File: config.mk
export PLATFORM = sky130hd
export DESIGN_NAME = ntbm_map_table
export DESIGN_NICKNAME = d
export VERILOG_FILES = /design/src/rtl/ntbm_fix_note_unused.sv /design/src/rtl/ntbm_pkg.sv /design/src/rtl/ntbm_map_table.sv
export SDC_FILE = /design/constraint.sdc
export NUM_CORES = 1
export LEC_CHECK = 0
export BUFFER_PORTS_ARGS = -buffer_cell sky130_fd_sc_hd__buf_2
export CORE_MARGIN = 10
export CORE_UTILIZATION = 40
export DETAILED_ROUTE_END_ITERATION = 8
export GPL_ROUTABILITY_DRIVEN = 0
export PLACE_DENSITY = 0.65
export SYNTH_ARGS = -nofsm -noshare
export SYNTH_HDL_FRONTEND = slang
export SYNTH_SLANG_ARGS = --single-unit
File: constraint.sdc
create_clock -name core_clk -period 10 [get_ports core_clk]
set_clock_uncertainty 0.15 [all_clocks]
set_input_delay 1 -clock core_clk [delete_from_list [all_inputs] [get_ports core_clk]]
set_output_delay 1 -clock core_clk [all_outputs]
set_load 0.05 [all_outputs]
File: src/rtl/ntbm_fix_note_unused.sv
// intentionally empty compile unit
`timescale 1ns/1ps
`default_nettype none
`default_nettype wire

File: src/rtl/ntbm_pkg.sv
// package: register map, entry layout and carriers for the requester map tables
package ntbm_pkg;
  localparam int ENTRY_CNT = 16;
  localparam int IDX_W = 4;
  localparam int ADDR_W = 8;
  // ====================================================================
  // register map (byte addresses); the external side sits one stride up
  localparam logic [7:0] OFS_INDEX = 8'h00;
  localparam logic [7:0] OFS_DATA = 8'h04;
  localparam logic [7:0] OFS_STATUS = 8'h08;
  localparam logic [7:0] OFS_CTRL = 8'h0C;
  localparam logic [7:0] OFS_LINK = 8'h10;
  localparam logic [7:0] SIDE_STRIDE = 8'h20;
  localparam logic [7:0] OFS_IDENT = 8'h40;
  // ====================================================================
  // entry layout
  localparam int BUS_HI = 31;
  localparam int BUS_LO = 24;
  localparam int DEV_HI = 23;
  localparam int DEV_LO = 19;
  localparam int FUNC_HI = 18;
  localparam int FUNC_LO = 16;
  localparam int VALID_BIT = 0;
  // ====================================================================
  // status, control and link fields
  localparam int STS_ACCERR_BIT = 0;
  localparam int STS_MISS_BIT = 1;
  localparam int CTRL_CFG_BIT = 0;
  localparam int CTRL_BUS_LO = 8;
  localparam int LINK_UP_BIT = 0;
  localparam logic [3:0] FULL_BE = 4'hF;
  localparam logic [IDX_W-1:0] IDX_RST = 4'h0;
  localparam logic [15:0] CTRL_RST = 16'h0000;
  localparam logic [1:0] STS_RST = 2'h0;
  localparam logic [7:0] VIRT_LINK_STS = 8'h11;
  localparam logic [7:0] HDR_TYPE1 = 8'h01;
  localparam logic [7:0] CFG_SPACE_KB = 8'h04;
  localparam logic [7:0] NT_PORT_NUM = 8'h02;
  // ====================================================================
  // carriers
  typedef struct packed {
    logic vld;
    logic is_msg;
    logic bar_hit;
    logic [15:0] rid;
  } ntbm_req_s;
  typedef struct packed {
    logic fwd;
    logic ur;
    logic drop;
    logic [15:0] rid;
  } ntbm_rsp_s;
endpackage : ntbm_pkg

File: src/rtl/ntbm_map_table.sv
// requester map tables, table access port and forward lookup for both bridge sides
`timescale 1ns/1ps
`default_nettype none
module ntbm_map_table #(
  parameter int ENTRIES = 16
) (
  input wire logic core_clk,
  input wire logic rst,
  input wire logic [7:0] addr,
  input wire logic [31:0] wdata,
  input wire logic [3:0] wr_be,
  input wire logic wr_stb,
  input wire logic [3:0] rd_be,
  input wire logic rd_stb,
  output logic [31:0] rd_data,
  input wire ntbm_pkg::ntbm_req_s [1:0] req_in,
  output ntbm_pkg::ntbm_rsp_s [1:0] rsp_out,
  input wire logic [7:0] port_c_link_pin
);
  if (ENTRIES != ntbm_pkg::ENTRY_CNT) begin : g_chk
    $error("ntbm_map_table: ENTRIES must be 16 to match the 4-bit index");
  end

  // ====================================================================
  // helpers
  function automatic logic reg_hit(input logic [7:0] a, input logic s, input logic [7:0] ofs);
    return a == ((s ? ntbm_pkg::SIDE_STRIDE : 8'h00) + ofs);
  endfunction : reg_hit

  // an invalid entry answers zero without looking at storage
  function automatic logic [31:0] entry_word(input logic v, input logic [15:0] f);
    return v ? {f, 15'h0000, 1'b1} : 32'h0000_0000;
  endfunction : entry_word

  // ====================================================================
  // state
  logic [1:0][ntbm_pkg::IDX_W-1:0] idx_reg, idx_next;
  logic [1:0][1:0] sts_reg, sts_next;
  logic [1:0][15:0] ctrl_reg, ctrl_next;
  logic [1:0][15:0] vld_reg, vld_next;
  logic [31:0] rd_data_next;
  ntbm_pkg::ntbm_rsp_s [1:0] rsp_next;
  logic [7:0] link_meta_reg, link_sync_reg;
  logic [15:0] tbl_mem [2][16];
  logic tbl_we;
  logic tbl_ws;
  logic [ntbm_pkg::IDX_W-1:0] tbl_wi;
  logic [15:0] tbl_wd;
  logic cfg_done;
  logic link_up;

  // either side's configured bit opens the bridge; whichever root finishes first enables it
  assign cfg_done = ctrl_reg[0][ntbm_pkg::CTRL_CFG_BIT] | ctrl_reg[1][ntbm_pkg::CTRL_CFG_BIT];
  assign link_up = link_sync_reg[ntbm_pkg::LINK_UP_BIT];

  // ====================================================================
  // register access and lookup
  always_comb begin
    logic [ntbm_pkg::IDX_W-1:0] cur;
    logic dacc;
    logic hit;
    logic [ntbm_pkg::IDX_W-1:0] hidx;
    idx_next = idx_reg;
    sts_next = sts_reg;
    ctrl_next = ctrl_reg;
    vld_next = vld_reg;
    rd_data_next = 32'h0000_0000;
    rsp_next = '0;
    tbl_we = 1'b0;
    tbl_ws = 1'b0;
    tbl_wi = '0;
    tbl_wd = 16'h0000;
    cur = '0;
    dacc = 1'b0;
    hit = 1'b0;
    hidx = '0;
    for (int s = 0; s < 2; s++) begin
      cur = idx_reg[s];
      // index field is the low nibble, entries 0..15
      if (wr_stb && wr_be[0] && reg_hit(addr, s[0], ntbm_pkg::OFS_INDEX)) begin
        idx_next[s] = wdata[ntbm_pkg::IDX_W-1:0];
      end
      if (rd_stb && reg_hit(addr, s[0], ntbm_pkg::OFS_INDEX)) begin
        rd_data_next = {28'h000_0000, cur};
      end
      if (wr_stb && reg_hit(addr, s[0], ntbm_pkg::OFS_CTRL)) begin
        if (wr_be[0]) begin
          ctrl_next[s][7:0] = wdata[7:0];
        end
        if (wr_be[1]) begin
          ctrl_next[s][15:8] = wdata[15:8];
        end
      end
      if (rd_stb && reg_hit(addr, s[0], ntbm_pkg::OFS_CTRL)) begin
        rd_data_next = {16'h0000, ctrl_reg[s]};
      end
      if (rd_stb && reg_hit(addr, s[0], ntbm_pkg::OFS_LINK)) begin
        // internal end sees the on-chip link, external end mirrors port C
        rd_data_next = {24'h00_0000, s == 0 ? ntbm_pkg::VIRT_LINK_STS : link_sync_reg};
      end
      // status is write-one-to-clear; events below set after the clear
      if (wr_stb && wr_be[0] && reg_hit(addr, s[0], ntbm_pkg::OFS_STATUS)) begin
        sts_next[s] = sts_reg[s] & ~wdata[1:0];
      end
      if (rd_stb && reg_hit(addr, s[0], ntbm_pkg::OFS_STATUS)) begin
        rd_data_next = {30'h0000_0000, sts_reg[s]};
      end
      dacc = (wr_stb || rd_stb) && reg_hit(addr, s[0], ntbm_pkg::OFS_DATA);
      if (dacc) begin
        if ((wr_stb ? wr_be : rd_be) != ntbm_pkg::FULL_BE) begin
          sts_next[s][ntbm_pkg::STS_ACCERR_BIT] = 1'b1;
        end else if (wr_stb) begin
          tbl_we = 1'b1;
          tbl_ws = s[0];
          tbl_wi = cur;
          tbl_wd = wdata[ntbm_pkg::BUS_HI:ntbm_pkg::FUNC_LO];
          vld_next[s][cur] = wdata[ntbm_pkg::VALID_BIT];
        end else begin
          rd_data_next = entry_word(vld_reg[s][cur], tbl_mem[s][cur]);
        end
      end
      // associative lookup; the lowest matching valid entry wins
      hit = 1'b0;
      hidx = '0;
      for (int k = ntbm_pkg::ENTRY_CNT - 1; k >= 0; k--) begin
        if (vld_reg[s][k] && tbl_mem[s][k] == req_in[s].rid) begin
          hit = 1'b1;
          hidx = k[ntbm_pkg::IDX_W-1:0];
        end
      end
      if (req_in[s].vld) begin
        if (req_in[s].is_msg) begin
          rsp_next[s].drop = 1'b1;
        end else if (!req_in[s].bar_hit || !cfg_done) begin
          rsp_next[s].ur = 1'b1;
        // a request toward a dead port C link counts as a miss, so the sender gets an answer
        end else if (!hit || (s == 0 && !link_up)) begin
          rsp_next[s].ur = 1'b1;
          sts_next[s][ntbm_pkg::STS_MISS_BIT] = 1'b1;
        end else begin
          rsp_next[s].fwd = 1'b1;
          // device and function carry the entry index so a completion can find its way back
          rsp_next[s].rid = {ctrl_reg[1-s][15:ntbm_pkg::CTRL_BUS_LO], 4'h0, hidx};
        end
      end
    end
    if (rd_stb && addr == ntbm_pkg::OFS_IDENT) begin
      rd_data_next = {8'h00, ntbm_pkg::NT_PORT_NUM, ntbm_pkg::CFG_SPACE_KB, ntbm_pkg::HDR_TYPE1};
    end
  end

  always_ff @(posedge core_clk or posedge rst) begin
    if (rst) begin
      idx_reg <= {2{ntbm_pkg::IDX_RST}};
      sts_reg <= {2{ntbm_pkg::STS_RST}};
      ctrl_reg <= {2{ntbm_pkg::CTRL_RST}};
      vld_reg <= '0;
      rd_data <= 32'h0000_0000;
      rsp_out <= '0;
    end else begin
      idx_reg <= idx_next;
      sts_reg <= sts_next;
      ctrl_reg <= ctrl_next;
      vld_reg <= vld_next;
      rd_data <= rd_data_next;
      rsp_out <= rsp_next;
    end
  end

  // storage has no reset; only the valid flags are cleared
  always_ff @(posedge core_clk) begin
    if (tbl_we) begin
      tbl_mem[tbl_ws][tbl_wi] <= tbl_wd;
    end
  end

  // ====================================================================
  // port C link status synchroniser
  // the pin moves with no regard to core_clk, so logic reads only the second stage
  always_ff @(posedge core_clk or posedge rst) begin
    if (rst) begin
      link_meta_reg <= 8'h00;
      link_sync_reg <= 8'h00;
    end else begin
      link_meta_reg <= port_c_link_pin;
      link_sync_reg <= link_meta_reg;
    end
  end
endmodule : ntbm_map_table
`default_nettype wire

### Yosys cells after proc, flatten, opt, wreduce, memory -nomap -nowiden

Memories as Yosys holds them, arrays and structs flattened.
Index checks and enable logic that the tools add are counted.

* output and inout bits: 70
* logic and storage cells: 305
* memories kept: 1
* bits in writable memories: 512
* register bits: 162

Memories
* tbl_mem: depth 2, width 256, read ports 2, clocked after memory_dff 0, wr ports 1, RTL line ntbm_map_table.sv:44 `logic [15:0] tbl_mem [2][16];`

* reduce and logical (&&, ||, !) cells: 69
* bitwise gates (word level): 8
* $lt $le $gt $ge: 8
* equal/unequal tests: 43
* multiplexer cells: 155

Operators by type and width (count)
* $eq A16 B16 Y1: 32
* $mux W32: 15
* $mux W16: 18
* $mux W256: 1
* $mux W4: 40
* $bmux W16 S4: 2
* $mux W1: 66
* $demux W16 S4: 1
* $logic_and A1 B1 Y1: 53
* $eq A8 B6 Y1 const B: 5
* $mux W19: 2
* $bwmux W16: 2
* $eq A8 B4 Y1 const B: 2
* $ge A5 B5 Y1 const B: 3
* $not A4 Y5: 3
* $lt A4 B5 Y1 const B: 2
* $bmux W1 S4: 2
* $demux W1 S4: 2
* $eq A8 B3 Y1 const B: 1
* $eq A8 B5 Y1 const B: 1
* $eq A8 B7 Y1 const B: 1
* $ge A4 B1 Y1 const B: 2
* $logic_not A8 Y1: 1
* $mux W2: 4
* 10 further kinds: 22

### Longest topological paths before layout

Gate-level depths: netlist (run 1).
An unclocked memory read counts as a cell.

* depth in word-level cells: 25
* depth in mapped cells: 12
* gate-level depth less buffers: 10

### Least setup slack after synthesis (run 1)

Ideal clock, no wire load.

* path kind: in2reg
* from: input port addr[4]
* to: register vld_reg[18] (netlist bit)
* library setup time: 0.125 ns
* arrival time: 3.557 ns
* slack: 6.168 ns
* path buffers: 2
* stages: 9
* cells stage by stage: buf_6 > nor4_4 > o2111a_1 > and2b_2 > a21oi_1 > or3_1 > buf_2 > nor2_1 > mux2_2

* word-level cells in the longest chain between the ends: 3

Ends and longest elaborated chain
* start: declaration: RTL line ntbm_map_table.sv:9 `input wire logic [7:0] addr,`
* $eq A8 B6 Y1: RTL line ntbm_map_table.sv:27 `return a == ((s ? ntbm_pkg::SIDE_STRIDE : 8'h00) + ofs);`
* $logic_and A1 B1 Y1: RTL line ntbm_map_table.sv:108 `dacc = (wr_stb || rd_stb) && reg_hit(addr, s[0], ntbm_pkg::OFS_DATA);`
* $reduce_and A3 Y1 (no line)
* end signal: assignment: RTL line ntbm_map_table.sv:164 `vld_reg <= vld_next;`
* end: declaration: RTL line ntbm_map_table.sv:40 `logic [1:0][15:0] vld_reg, vld_next;`

Every way passes these cells.
A chain may end at the register's enable or synchronous reset.

### Worst setup path after layout (run 1)

* from: register idx_reg[4] (netlist bit)
* to: register rd_data[28]

* word-level cells in the longest chain between the ends: 9
* elaborated cells between the ends (all ways): 11
* those cells by class: mux (10); bitwise (1)

Ends and longest elaborated chain
* start: declaration: RTL line ntbm_map_table.sv:37 `logic [1:0][ntbm_pkg::IDX_W-1:0] idx_reg, idx_next;`
* start signal: assignment: RTL line ntbm_map_table.sv:154 `idx_reg <= {2{ntbm_pkg::IDX_RST}};`
* start signal: assignment: RTL line ntbm_map_table.sv:161 `idx_reg <= idx_next;`
* $not A4 Y5 (implied by the code): RTL line ntbm_map_table.sv:119 `rd_data_next = entry_word(vld_reg[s][cur], tbl_mem[s][cur]);`
* $bmux W16 S4: RTL line ntbm_map_table.sv:119
* $mux W16 (implied by the code) (2 in a row): RTL line ntbm_map_table.sv:119
* $mux W32 (*): RTL line ntbm_map_table.sv:32 `return v ? {f, 15'h0000, 1'b1} : 32'h0000_0000;`
* $mux W32 (*): RTL line ntbm_map_table.sv:112 `end else if (wr_stb) begin`
* $mux W32 (*): RTL line ntbm_map_table.sv:110 `if ((wr_stb ? wr_be : rd_be) != ntbm_pkg::FULL_BE) begin`
* $mux W32 (*): RTL line ntbm_map_table.sv:109 `if (dacc) begin`
* $mux W32 (*): RTL line ntbm_map_table.sv:147 `if (rd_stb && addr == ntbm_pkg::OFS_IDENT) begin`
* named net rd_data_next[28]: RTL line ntbm_map_table.sv:41 `logic [31:0] rd_data_next;`
* end signal: assignment: RTL line ntbm_map_table.sv:165 `rd_data <= rd_data_next;`
* end: declaration: RTL line ntbm_map_table.sv:15 `output logic [31:0] rd_data,`

Mark *: on every way through the listed nets, which the timed path passes. The rest lies on a longest branch. The select of a mux whose other input is x is not followed.

==> reports/qor.txt, run 1 <==
outcome: complete, no violations
share of layout cells above drive strength 1: 26.2%
most frequent CP cell: mux4_2
maximum VDD drop: 0.000124 V
final hold vios: 0
Placed Area: 33900 um^2
cell breakdown of the critical path: buf_4, mux4_2, mux4_2, nor3b_2, a22oi_1, nor2_1
Largest Register: tbl_mem
crit end category: flip-flop
HPWL after DPL: 70500 um
Setup-failing EPs final: 0
Arrival @ worst endpoint: 4470 ps
Top delay family on crit path: simple AND/OR/NAND/NOR gates
remaining antenna violation count: 0
pre-CTS WS: 5560 ps
EDFF count, synth: 512
unrepaired setup endpoints after global routing: false
CTS tree: yes
Die ar.: 91900 um^2
min cycle time layout: 4100 ps
Routed WL: 102000 um
CTS Root Cell: clkbuf_16
Clock Latency Late Sink: 640 ps
WL per Instance: 30.6 um
Rel. slew slack: 20.9%
register area share after synthesis: 59.9%
Final period util: 41.0%
via count: 19901
max FFs per register: 512
Register-to-Register Path Depth: 6
Detailed Route Iter0 Violations: 2687
post-CTS sizing: 0
slowest stage cell, crit path: nor3b_2
Starting Density: 40.5%
maximum fanout along the worst path: 47
Required @ worst endpoint: 10360 ps
synthesized instance count: 2074
Power Density: 165 nW/um^2
die width: 303 um
largest net degree at the start of global routing: 89
Avg Vias per Cell: 5.97
post-route cell area: 36400 um^2
delay of the slowest critical-path stage: 910 ps
Pleak: 13.9 nW
post-cts hold buffer count: 0
crit path launch: idx_reg[4]$_DFFE_PP0P_
Core ar.: 79300 um^2
post-synth cell types: 68
Clock H-tree levels: 3
fin. max-slew vios: 0
capture point of the worst reg-to-reg path: rd_data[28]$_DFF_PP0_
Syn Area/Cell: 15.5 um^2
All-Layer GR Usage: 21.8%
worst flop-to-flop path startpoint: idx_reg[4]$_DFFE_PP0P_
Worst Tran Pin Value: 1190 ps
YS warnings: 0
TNS Setup: 0 ps
Worst Path Buf+Inv: 1
ys async rst share: 23.1%
Max Clk Rate: 244 MHz
global route overflow: 0
final worst slack: 5900 ps
first-pass GRT wire length: 145000 um
hold endpoint: link_sync_reg[4]$_DFF_PP0_
total I/O pin count: 168
cts bufs inserted: 71
die height: 303 um
vias in the first global route: 19795
IO buf count: 159
number of max-cap violations: 0
flop-to-flop setup slack: 5900 ps
PnR Total Power: 0.00598 W
CP startpoint kind: flip-flop
initial antenna violation count: 9
Max Buffers Root-to-Sink: 3
nets: 2324
# rows: 103
Synth Flop Type: edfxtp_1
flops & latches, synth: 666
Post-CTS Repair Setup Buffers: 0
Initial DRT Pass Iterations: 6
Setup CP Type: flip-flop to flip-flop
Worst-path clk slew: 60 ps
synthesized cell area: 32100 um^2
Layout area overhead: 13.3%
fillers: 6814
hold crit path type: flip-flop to flip-flop
clock sink count: 666
residual DRC count: 0
Hold Path Cell Cnt: 0
HP Start: link_meta_reg[4]$_DFF_PP0_
==> how the worst max path moves through the flow <==
stage	slack (ps)	endpoint	depth (start not counted)
after floorplan	4700	ctrl_reg[0]$_DFFE_PP0P_	1
after CTS	5920	rd_data[28]$_DFF_PP0_	6
after global routing	5600	rd_data[26]$_DFF_PP0_	6
after detailed placement	5560	vld_reg[31]$_DFFE_PP0P_	8
final	5900	rd_data[28]$_DFF_PP0_	6
after global placement	5600	rsp_out[1]$_DFF_PP0_	10
==> per-layer routing <==
metal	global-route usage, %	vias up	wire (um)
met1	29.7	10267	40600
li1	-	8135	-
met5	0	-	72
met2	33.5	1282	46200
met4	7.57	12	3310
met3	5.90	205	11900
==> cells by family (layout without fill, tap and decap cells) <==
kind of cell	count (synthesis)	in the layout	synth area share, %
xor gates and xnor gates	512	512	14.0
other	1	11	0.0117
and+or+nand+nor	410	410	7.02
buffers and inverters	144	346	2.34
muxes	236	236	14.3
DFF	666	666	59.9
AOI/OAI and AO/OA	105	105	2.39
==> where the power goes <==
part / leakage (nW) / switching [W] / internal, W
Clock: 1.18 / 0.00112 / 0.00161
Sequential: 7.97 / 0.0000133 / 0.00296
Combinational: 4.76 / 0.000185 / 0.0000999
Total: 13.9 / 0.00132 / 0.00467
==> synth_stat cells (9+ instances only) <==
cell      instances  share of area (%)
nand4_1          69                1.3
buf_4            20               0.47
nand2_1          65               0.76
nor4_1           81                1.6
a21oi_1          15               0.23
clkbuf_1         35               0.41
mux2_2           57                2.0
nor3_1           19               0.30
buf_2            71                1.1
and3_1            9               0.18
nor2_1           63               0.74
mux4_2          170                 12
dfrtp_1         154                 12
a22oi_1          22               0.51
and2_1           27               0.53
edfxtp_1        512                 48
nand3_1          19               0.30
o21ai_0          18               0.28
nor2_2           11               0.21
nor2b_1          17               0.33
xnor2_1         263                7.2
a22o_1            9               0.25
xor2_1          249                6.8
==> final cells by class <==
| cell class | count | area, um^2 | area share, % |
|---|---|---|---|
| clock buffers | 98 | 2070 | 5.68 |
| inverters | 8 | 35.0 | 0.0964 |
| well taps | 1050 | 1310 | 3.61 |
| clock inverters | 32 | 337 | 0.926 |
| flip-flops and latches | 666 | 19200 | 52.9 |
| diodes | 3 | 7.51 | 0.0206 |
| multi-input cells | 1271 | 12200 | 33.5 |
| repair buffers | 208 | 1160 | 3.20 |
==> stage by stage <==
step	cells	util [%]	hold slack (ps)
4_1_cts	3333	45.9	199
3_3_place_gp	3203	42.8	184
6_report	3336	45.9	196
3_5_place_dp	3203	42.8	194
2_1_floorplan	2081	-	181
5_1_grt	3334	45.9	212
==> worst reg2reg max path, cell delays in order (launching register included) <==
cell     delay (ps)
dfrtp_4         780
buf_4           850
mux4_2          530
mux4_2          260
nor3b_2         910
a22oi_1         220
nor2_1          310
==> layout by cell type, fill, tap and decap left out, types with 5 or more instances in the layout <==
master / count
a22oi_1: 22
nor2_2: 12
buf_2: 159
nor2_1: 62
o31ai_1: 5
nor3_1: 19
nor2b_2: 14
clkbuf_8: 6
mux2_4: 8
dfrtp_1: 150
nand3_1: 19
xor2_1: 249
bufinv_16: 6
and3_1: 9
clkinv_2: 12
nand2b_1: 5
mux4_2: 170
a21oi_1: 15
clkbuf_16: 77
nand4_1: 69
inv_1: 6
buf_4: 49
conb_1: 8
and2_1: 27
edfxtp_1: 512
o21ai_0: 18
o22ai_1: 6
a22o_1: 9
mux2_2: 57
xnor2_1: 263
clkinv_1: 6
nand2_1: 65
nor4_1: 81
clkbuf_1: 15
Note: power is estimated with default switching activity, not from simulation.
==> inputs of run 2 (changes only) <==
- PLACE_DENSITY: 0.65 -> 0.67
- clock period: 10 -> 3.5 ns (I/O delays scaled with it)
==> reports/qor.txt, run 2 (synthesis gave the netlist of run 1 again) <==
All-Layer GR Usage: 22.3%
remaining antenna violation count: 0
Arrival @ worst endpoint: 3680 ps
Detailed Route Iter0 Violations: 2919
maximum VDD drop: 0.000265 V
global route overflow: 0
Max Buffers Root-to-Sink: 3
Power Density: 440 nW/um^2
hold crit path type: input pin to flip-flop
vias in the first global route: 20551
Starting Density: 40.5%
CTS Root Cell: clkbuf_16
delay of the slowest critical-path stage: 570 ps
Layout area overhead: 17.4%
largest net degree at the start of global routing: 52
Clock Latency Late Sink: 620 ps
WL per Instance: 30.0 um
HPWL after DPL: 73700 um
IO buf count: 159
die width: 303 um
Non-Filler Instances: 3458
residual DRC count: 0
Largest Register: tbl_mem
Worst-path clk slew: 60 ps
clock sink count: 666
Max Clk Rate: 299 MHz
CP startpoint kind: input pin
placed cells: 3299
fillers: 6731
pre-CTS WS: 34.9 ps
Core ar.: 79300 um^2
share of layout cells above drive strength 1: 28.4%
cts bufs inserted: 69
unrepaired setup endpoints after global routing: false
TNS Setup: 0 ps
slowest stage cell, crit path: dlygate4sd3_1
PnR Total Power: 0.0166 W
Highest Signal Layer: met5
met2 wire length: 45900 um
Die ar.: 91900 um^2
max FFs per register: 512
first-pass GRT wire length: 148000 um
min cycle time layout: 3340 ps
Worst Tran Pin Value: 1110 ps
cell breakdown of the critical path: dlygate4sd3_1, buf_2, inv_1, o2111a_1, and2b_2, and2_1, o21ai_1, a21oi_1, a21oi_2, nor2_1, buf_12, mux2_2
Final period util: 95.5%
flop-to-flop setup slack: 320 ps
FF/Latch Area: 19200 um^2
final hold vios: 0
commonest non-fill, non-tap cell in the layout: edfxtp_1
met1 WL: 41200 um
crit end category: flip-flop
Worst Path Buf+Inv: 4
die height: 303 um
CTS tree: yes
post-route cell area: 37700 um^2
Required @ worst endpoint: 3840 ps
via count: 20458
Top delay family on crit path: buffers and inverters
Placed Area: 35100 um^2
WL met3: 13500 um
outcome: complete, no violations
Setup-failing EPs final: 0
total I/O pin count: 168
# rows: 103
fin. max-slew vios: 0
maximum fanout along the worst path: 17
Setup CP Type: input pin to flip-flop
number of max-cap violations: 0
Rel. slew slack: 25.4%
multi-input combinational cell area: 12200 um^2
Routed WL: 104000 um
Avg Vias per Cell: 5.92
Pleak: 14.5 nW
initial antenna violation count: 11
nets: 2452
Initial DRT Pass Iterations: 7
most frequent cells in the layout: edfxtp_1, xnor2_1, xor2_1
Clock H-tree levels: 3
final worst slack: 159 ps
## run 2: changes by cell type in the layout (fill, tap and decap cells not counted), sizes merged
| cell | delta |
|---|---|
| dlygate4sd3 | +34 |
| bufinv | -3 |
| diode | -2 |
| inv | +1 |
| clkinv | -8 |
| buf | +96 |
| clkbuf | +1 |
| clkinvlp | +3 |
## run 2: path summary, 6_finish.rpt
| check | from | end | depth (start not counted) |
|---|---|---|---|
| min in group asynchronous | rst | rsp_out[36]$_DFF_PP0_ | 3 |
| setup reg to reg | idx_reg[5]$_DFFE_PP0P_ | rd_data[17]$_DFF_PP0_ | 5 |
| hold / removal | req_in[35] | rsp_out[22]$_DFF_PP0_ | 4 |
| max in group asynchronous | rst | rd_data[28]$_DFF_PP0_ | 4 |
| hold reg to reg | link_meta_reg[5]$_DFF_PP0_ | link_sync_reg[5]$_DFF_PP0_ | 0 |
| setup / recovery | addr[3] | vld_reg[28]$_DFFE_PP0P_ | 12 |
## run 2: through the flow
step	util (%)	hold slack, ps
after floorplan	-	181
after global placement	44.3	186
after detailed placement	44.3	186
after CTS	47.5	35.2
after global routing	47.5	81.1
final	47.5	67.4
## run 2: layout make-up
| type | instances | area share (%) |
|---|---|---|
| well taps | 1050 | 3.49 |
| clock inverters | 25 | 0.618 |
| flip-flops and latches | 666 | 51.1 |
| repair buffers | 338 | 7.14 |
| multi-input cells | 1271 | 32.4 |
| clock buffers | 99 | 5.18 |
| inverters | 8 | 0.0897 |
| diodes | 1 | 0.00664 |
## run 2: repair_timing
| item | in CTS | in global routing |
|---|---|---|
| resized for setup | 0 | 1 |
| endpoints found under the setup margin | 0 | 1 |
| hold endpoints to repair | 93 | 0 |
| buffers inserted | 0 | 0 |
| hold buffers | 34 | 0 |
## run 2: power breakdown
group | leakage, nW | total [W] | switching [W] | internal (W)
combinational | 5.51 | 0.000914 | 0.000548 | 0.000366
sequential | 7.97 | 0.00849 | 0.0000331 | 0.00845
clock | 1.06 | 0.00719 | 0.00307 | 0.00412
## run 2: per-layer routing
layer / track usage (%) / vias up
met2: 33.6 / 1380
met3: 6.77 / 177
li1: - / 8397
met4: 7.37 / 12
met5: 0 / -
met1: 30.5 / 10492
## run 2: worst register-to-register path, cell delays in order, from the launching register on
cell and delay [ps]:
dfrtp_4 730, mux4_2 400, mux4_2 270, nor3b_2 880
a22oi_1 420, o21ai_0 250
==> inputs of run 3 (changes only) <==
==> constraint.sdc (replaced) <==
create_clock -name core_clk -period 3.5 [get_ports core_clk]
set_clock_uncertainty 0.15 [all_clocks]
set_input_delay 0.7 -clock core_clk [delete_from_list [all_inputs] [get_ports core_clk]]
set_output_delay 0.7 -clock core_clk [all_outputs]
set_load 0.05 [all_outputs]
==> reports/qor.txt, run 3 (synthesis gave the netlist of run 1 again) <==
Final Util: 47.8%
number of max-cap violations: 0
final hold vios: 0
maximum VDD drop: 0.000296 V
Die ar.: 91900 um^2
post-CTS sizing: 0
# rows: 103
maximum fanout along the worst path: 27
Initial DRT Pass Iterations: 9
FF/Latch Area: 19200 um^2
Layout area overhead: 18.1%
initial antenna violation count: 9
IO buf count: 159
placed cells: 3350
nets: 2471
first-pass GRT wire length: 148000 um
cts bufs inserted: 70
global route overflow: 0
worst flop-to-flop path startpoint: idx_reg[1]$_DFFE_PP0P_
delay of the slowest critical-path stage: 860 ps
Clock Latency Late Sink: 640 ps
die width: 303 um
fillers: 6657
flop-to-flop setup slack: 130 ps
CTS tree: yes
Hold WS: 40.3 ps
pre-CTS WS: -35.4 ps
crit end category: flip-flop
via count: 20393
unrepaired setup endpoints after global routing: false
most frequent CP cell: mux4_2
Register-to-Register Path Depth: 6
final worst slack: 131 ps
Max Buffers Root-to-Sink: 3
multi-input combinational cell area: 12200 um^2
crit path capture: rd_data[17]$_DFF_PP0_
CP startpoint kind: flip-flop
remaining antenna violation count: 0
fin. max-slew vios: 0
max FFs per register: 512
Worst-path clk slew: 60 ps
Power Density: 444 nW/um^2
Core ar.: 79300 um^2
Top delay family on crit path: simple AND/OR/NAND/NOR gates
clock sink count: 666
vias in the first global route: 20674
Arrival @ worst endpoint: 3700 ps
hold crit path type: input pin to flip-flop
most frequent cells in the layout: edfxtp_1, xnor2_1, xor2_1
Worst Tran Pin Value: 1160 ps
cell breakdown of the critical path: mux4_2, mux4_2, nand2_1, nor2_1, a22oi_1, o21ai_0
total I/O pin count: 168
slowest stage cell, crit path: nor2_1
HPWL after DPL: 74400 um
commonest non-fill, non-tap cell in the layout: edfxtp_1
outcome: complete, no violations
post-cts hold buffer count: 1
Avg Vias per Cell: 5.86
CTS Root Cell: clkbuf_16
Max Clk Rate: 297 MHz
Setup CP Type: flip-flop to flip-flop
share of layout cells above drive strength 1: 30.7%
die height: 303 um
number of cells on the critical path: 6
Setup-failing EPs final: 0
min cycle time layout: 3370 ps
Detailed Route Iter0 Violations: 2891
WL per Instance: 29.8 um
Clock H-tree levels: 3
largest net degree at the start of global routing: 121
PnR Total Power: 0.0168 W
Rel. slew slack: 22.3%
Routed WL: 104000 um
residual DRC count: 0
Starting Density: 40.5%
Post-CTS Repair Setup Buffers: 0
capture point of the worst reg-to-reg path: rd_data[17]$_DFF_PP0_
Required @ worst endpoint: 3830 ps
Final period util: 96.2%
All-Layer GR Usage: 22.2%
crit path launch: idx_reg[1]$_DFFE_PP0P_
Largest Register: tbl_mem
Non-Filler Instances: 3480
Pleak: 14.8 nW
Worst Path Buf+Inv: 0
[run 3: cell count changes in the layout (fill, tap and decap cells not counted), sizes merged, moves of 2 or more]
cell         before  now
clkbuf           99   81
dlygate4sd3      34    1
buf             304  355
clkinv           14   32
bufinv            3    5
[run 3: worst register-to-register path: stages, from the launching register on]
cell	delay [ps]
dfrtp_4	760
mux4_2	400
mux4_2	250
nand2_1	100
nor2_1	860
a22oi_1	300
o21ai_0	410
[run 3: worst min-delay path by stage]
stage                          startpoint                         end  slack (ps)  depth (start not counted)
6_report               port_c_link_pin[0]  link_meta_reg[0]$_DFF_PP0_          40                          1
5_1_grt                port_c_link_pin[2]  link_meta_reg[2]$_DFF_PP0_          40                          1
4_1_cts                port_c_link_pin[0]  link_meta_reg[0]$_DFF_PP0_          10                          1
3_5_place_dp   link_meta_reg[5]$_DFF_PP0_  link_sync_reg[5]$_DFF_PP0_         190                          0
3_3_place_gp   link_meta_reg[0]$_DFF_PP0_  link_sync_reg[0]$_DFF_PP0_         190                          0
2_1_floorplan  link_meta_reg[0]$_DFF_PP0_  link_sync_reg[0]$_DFF_PP0_         180                          0
[run 3: cell type report]
| type | count | share of cell area (%) |
|---|---|---|
| diodes | 1 | 0.00661 |
| clock buffers | 81 | 4.96 |
| clock inverters | 47 | 1.02 |
| inverters | 8 | 0.0892 |
| multi-input cells | 1271 | 32.2 |
| flip-flops and latches | 666 | 50.8 |
| well taps | 1050 | 3.47 |
| repair buffers | 356 | 7.46 |
[run 3: routing by layer]
metal  share of wire [%]  vias up  GRT usage (%)
met1                  40    10403           30.1
met5               0.057        -              0
met3                  12      182           6.08
met2                  45     1368           34.2
met4                 3.2       10           7.81
li1                    -     8430              -
[run 3: power breakdown]
group / switching, W / internal (W)
Sequential: 0.0000384 / 0.00845
Combinational: 0.000551 / 0.000373
Clock: 0.00316 / 0.00424
Total: 0.00375 / 0.0131
[run 3: metrics by stage]
step	setup TNS, ps	area (um^2)
floorplan	-205	32100
global placement	-8.00	35600
detailed placement	-68.3	35600
CTS	0	37900
global route	0	37900
finish	0	37900
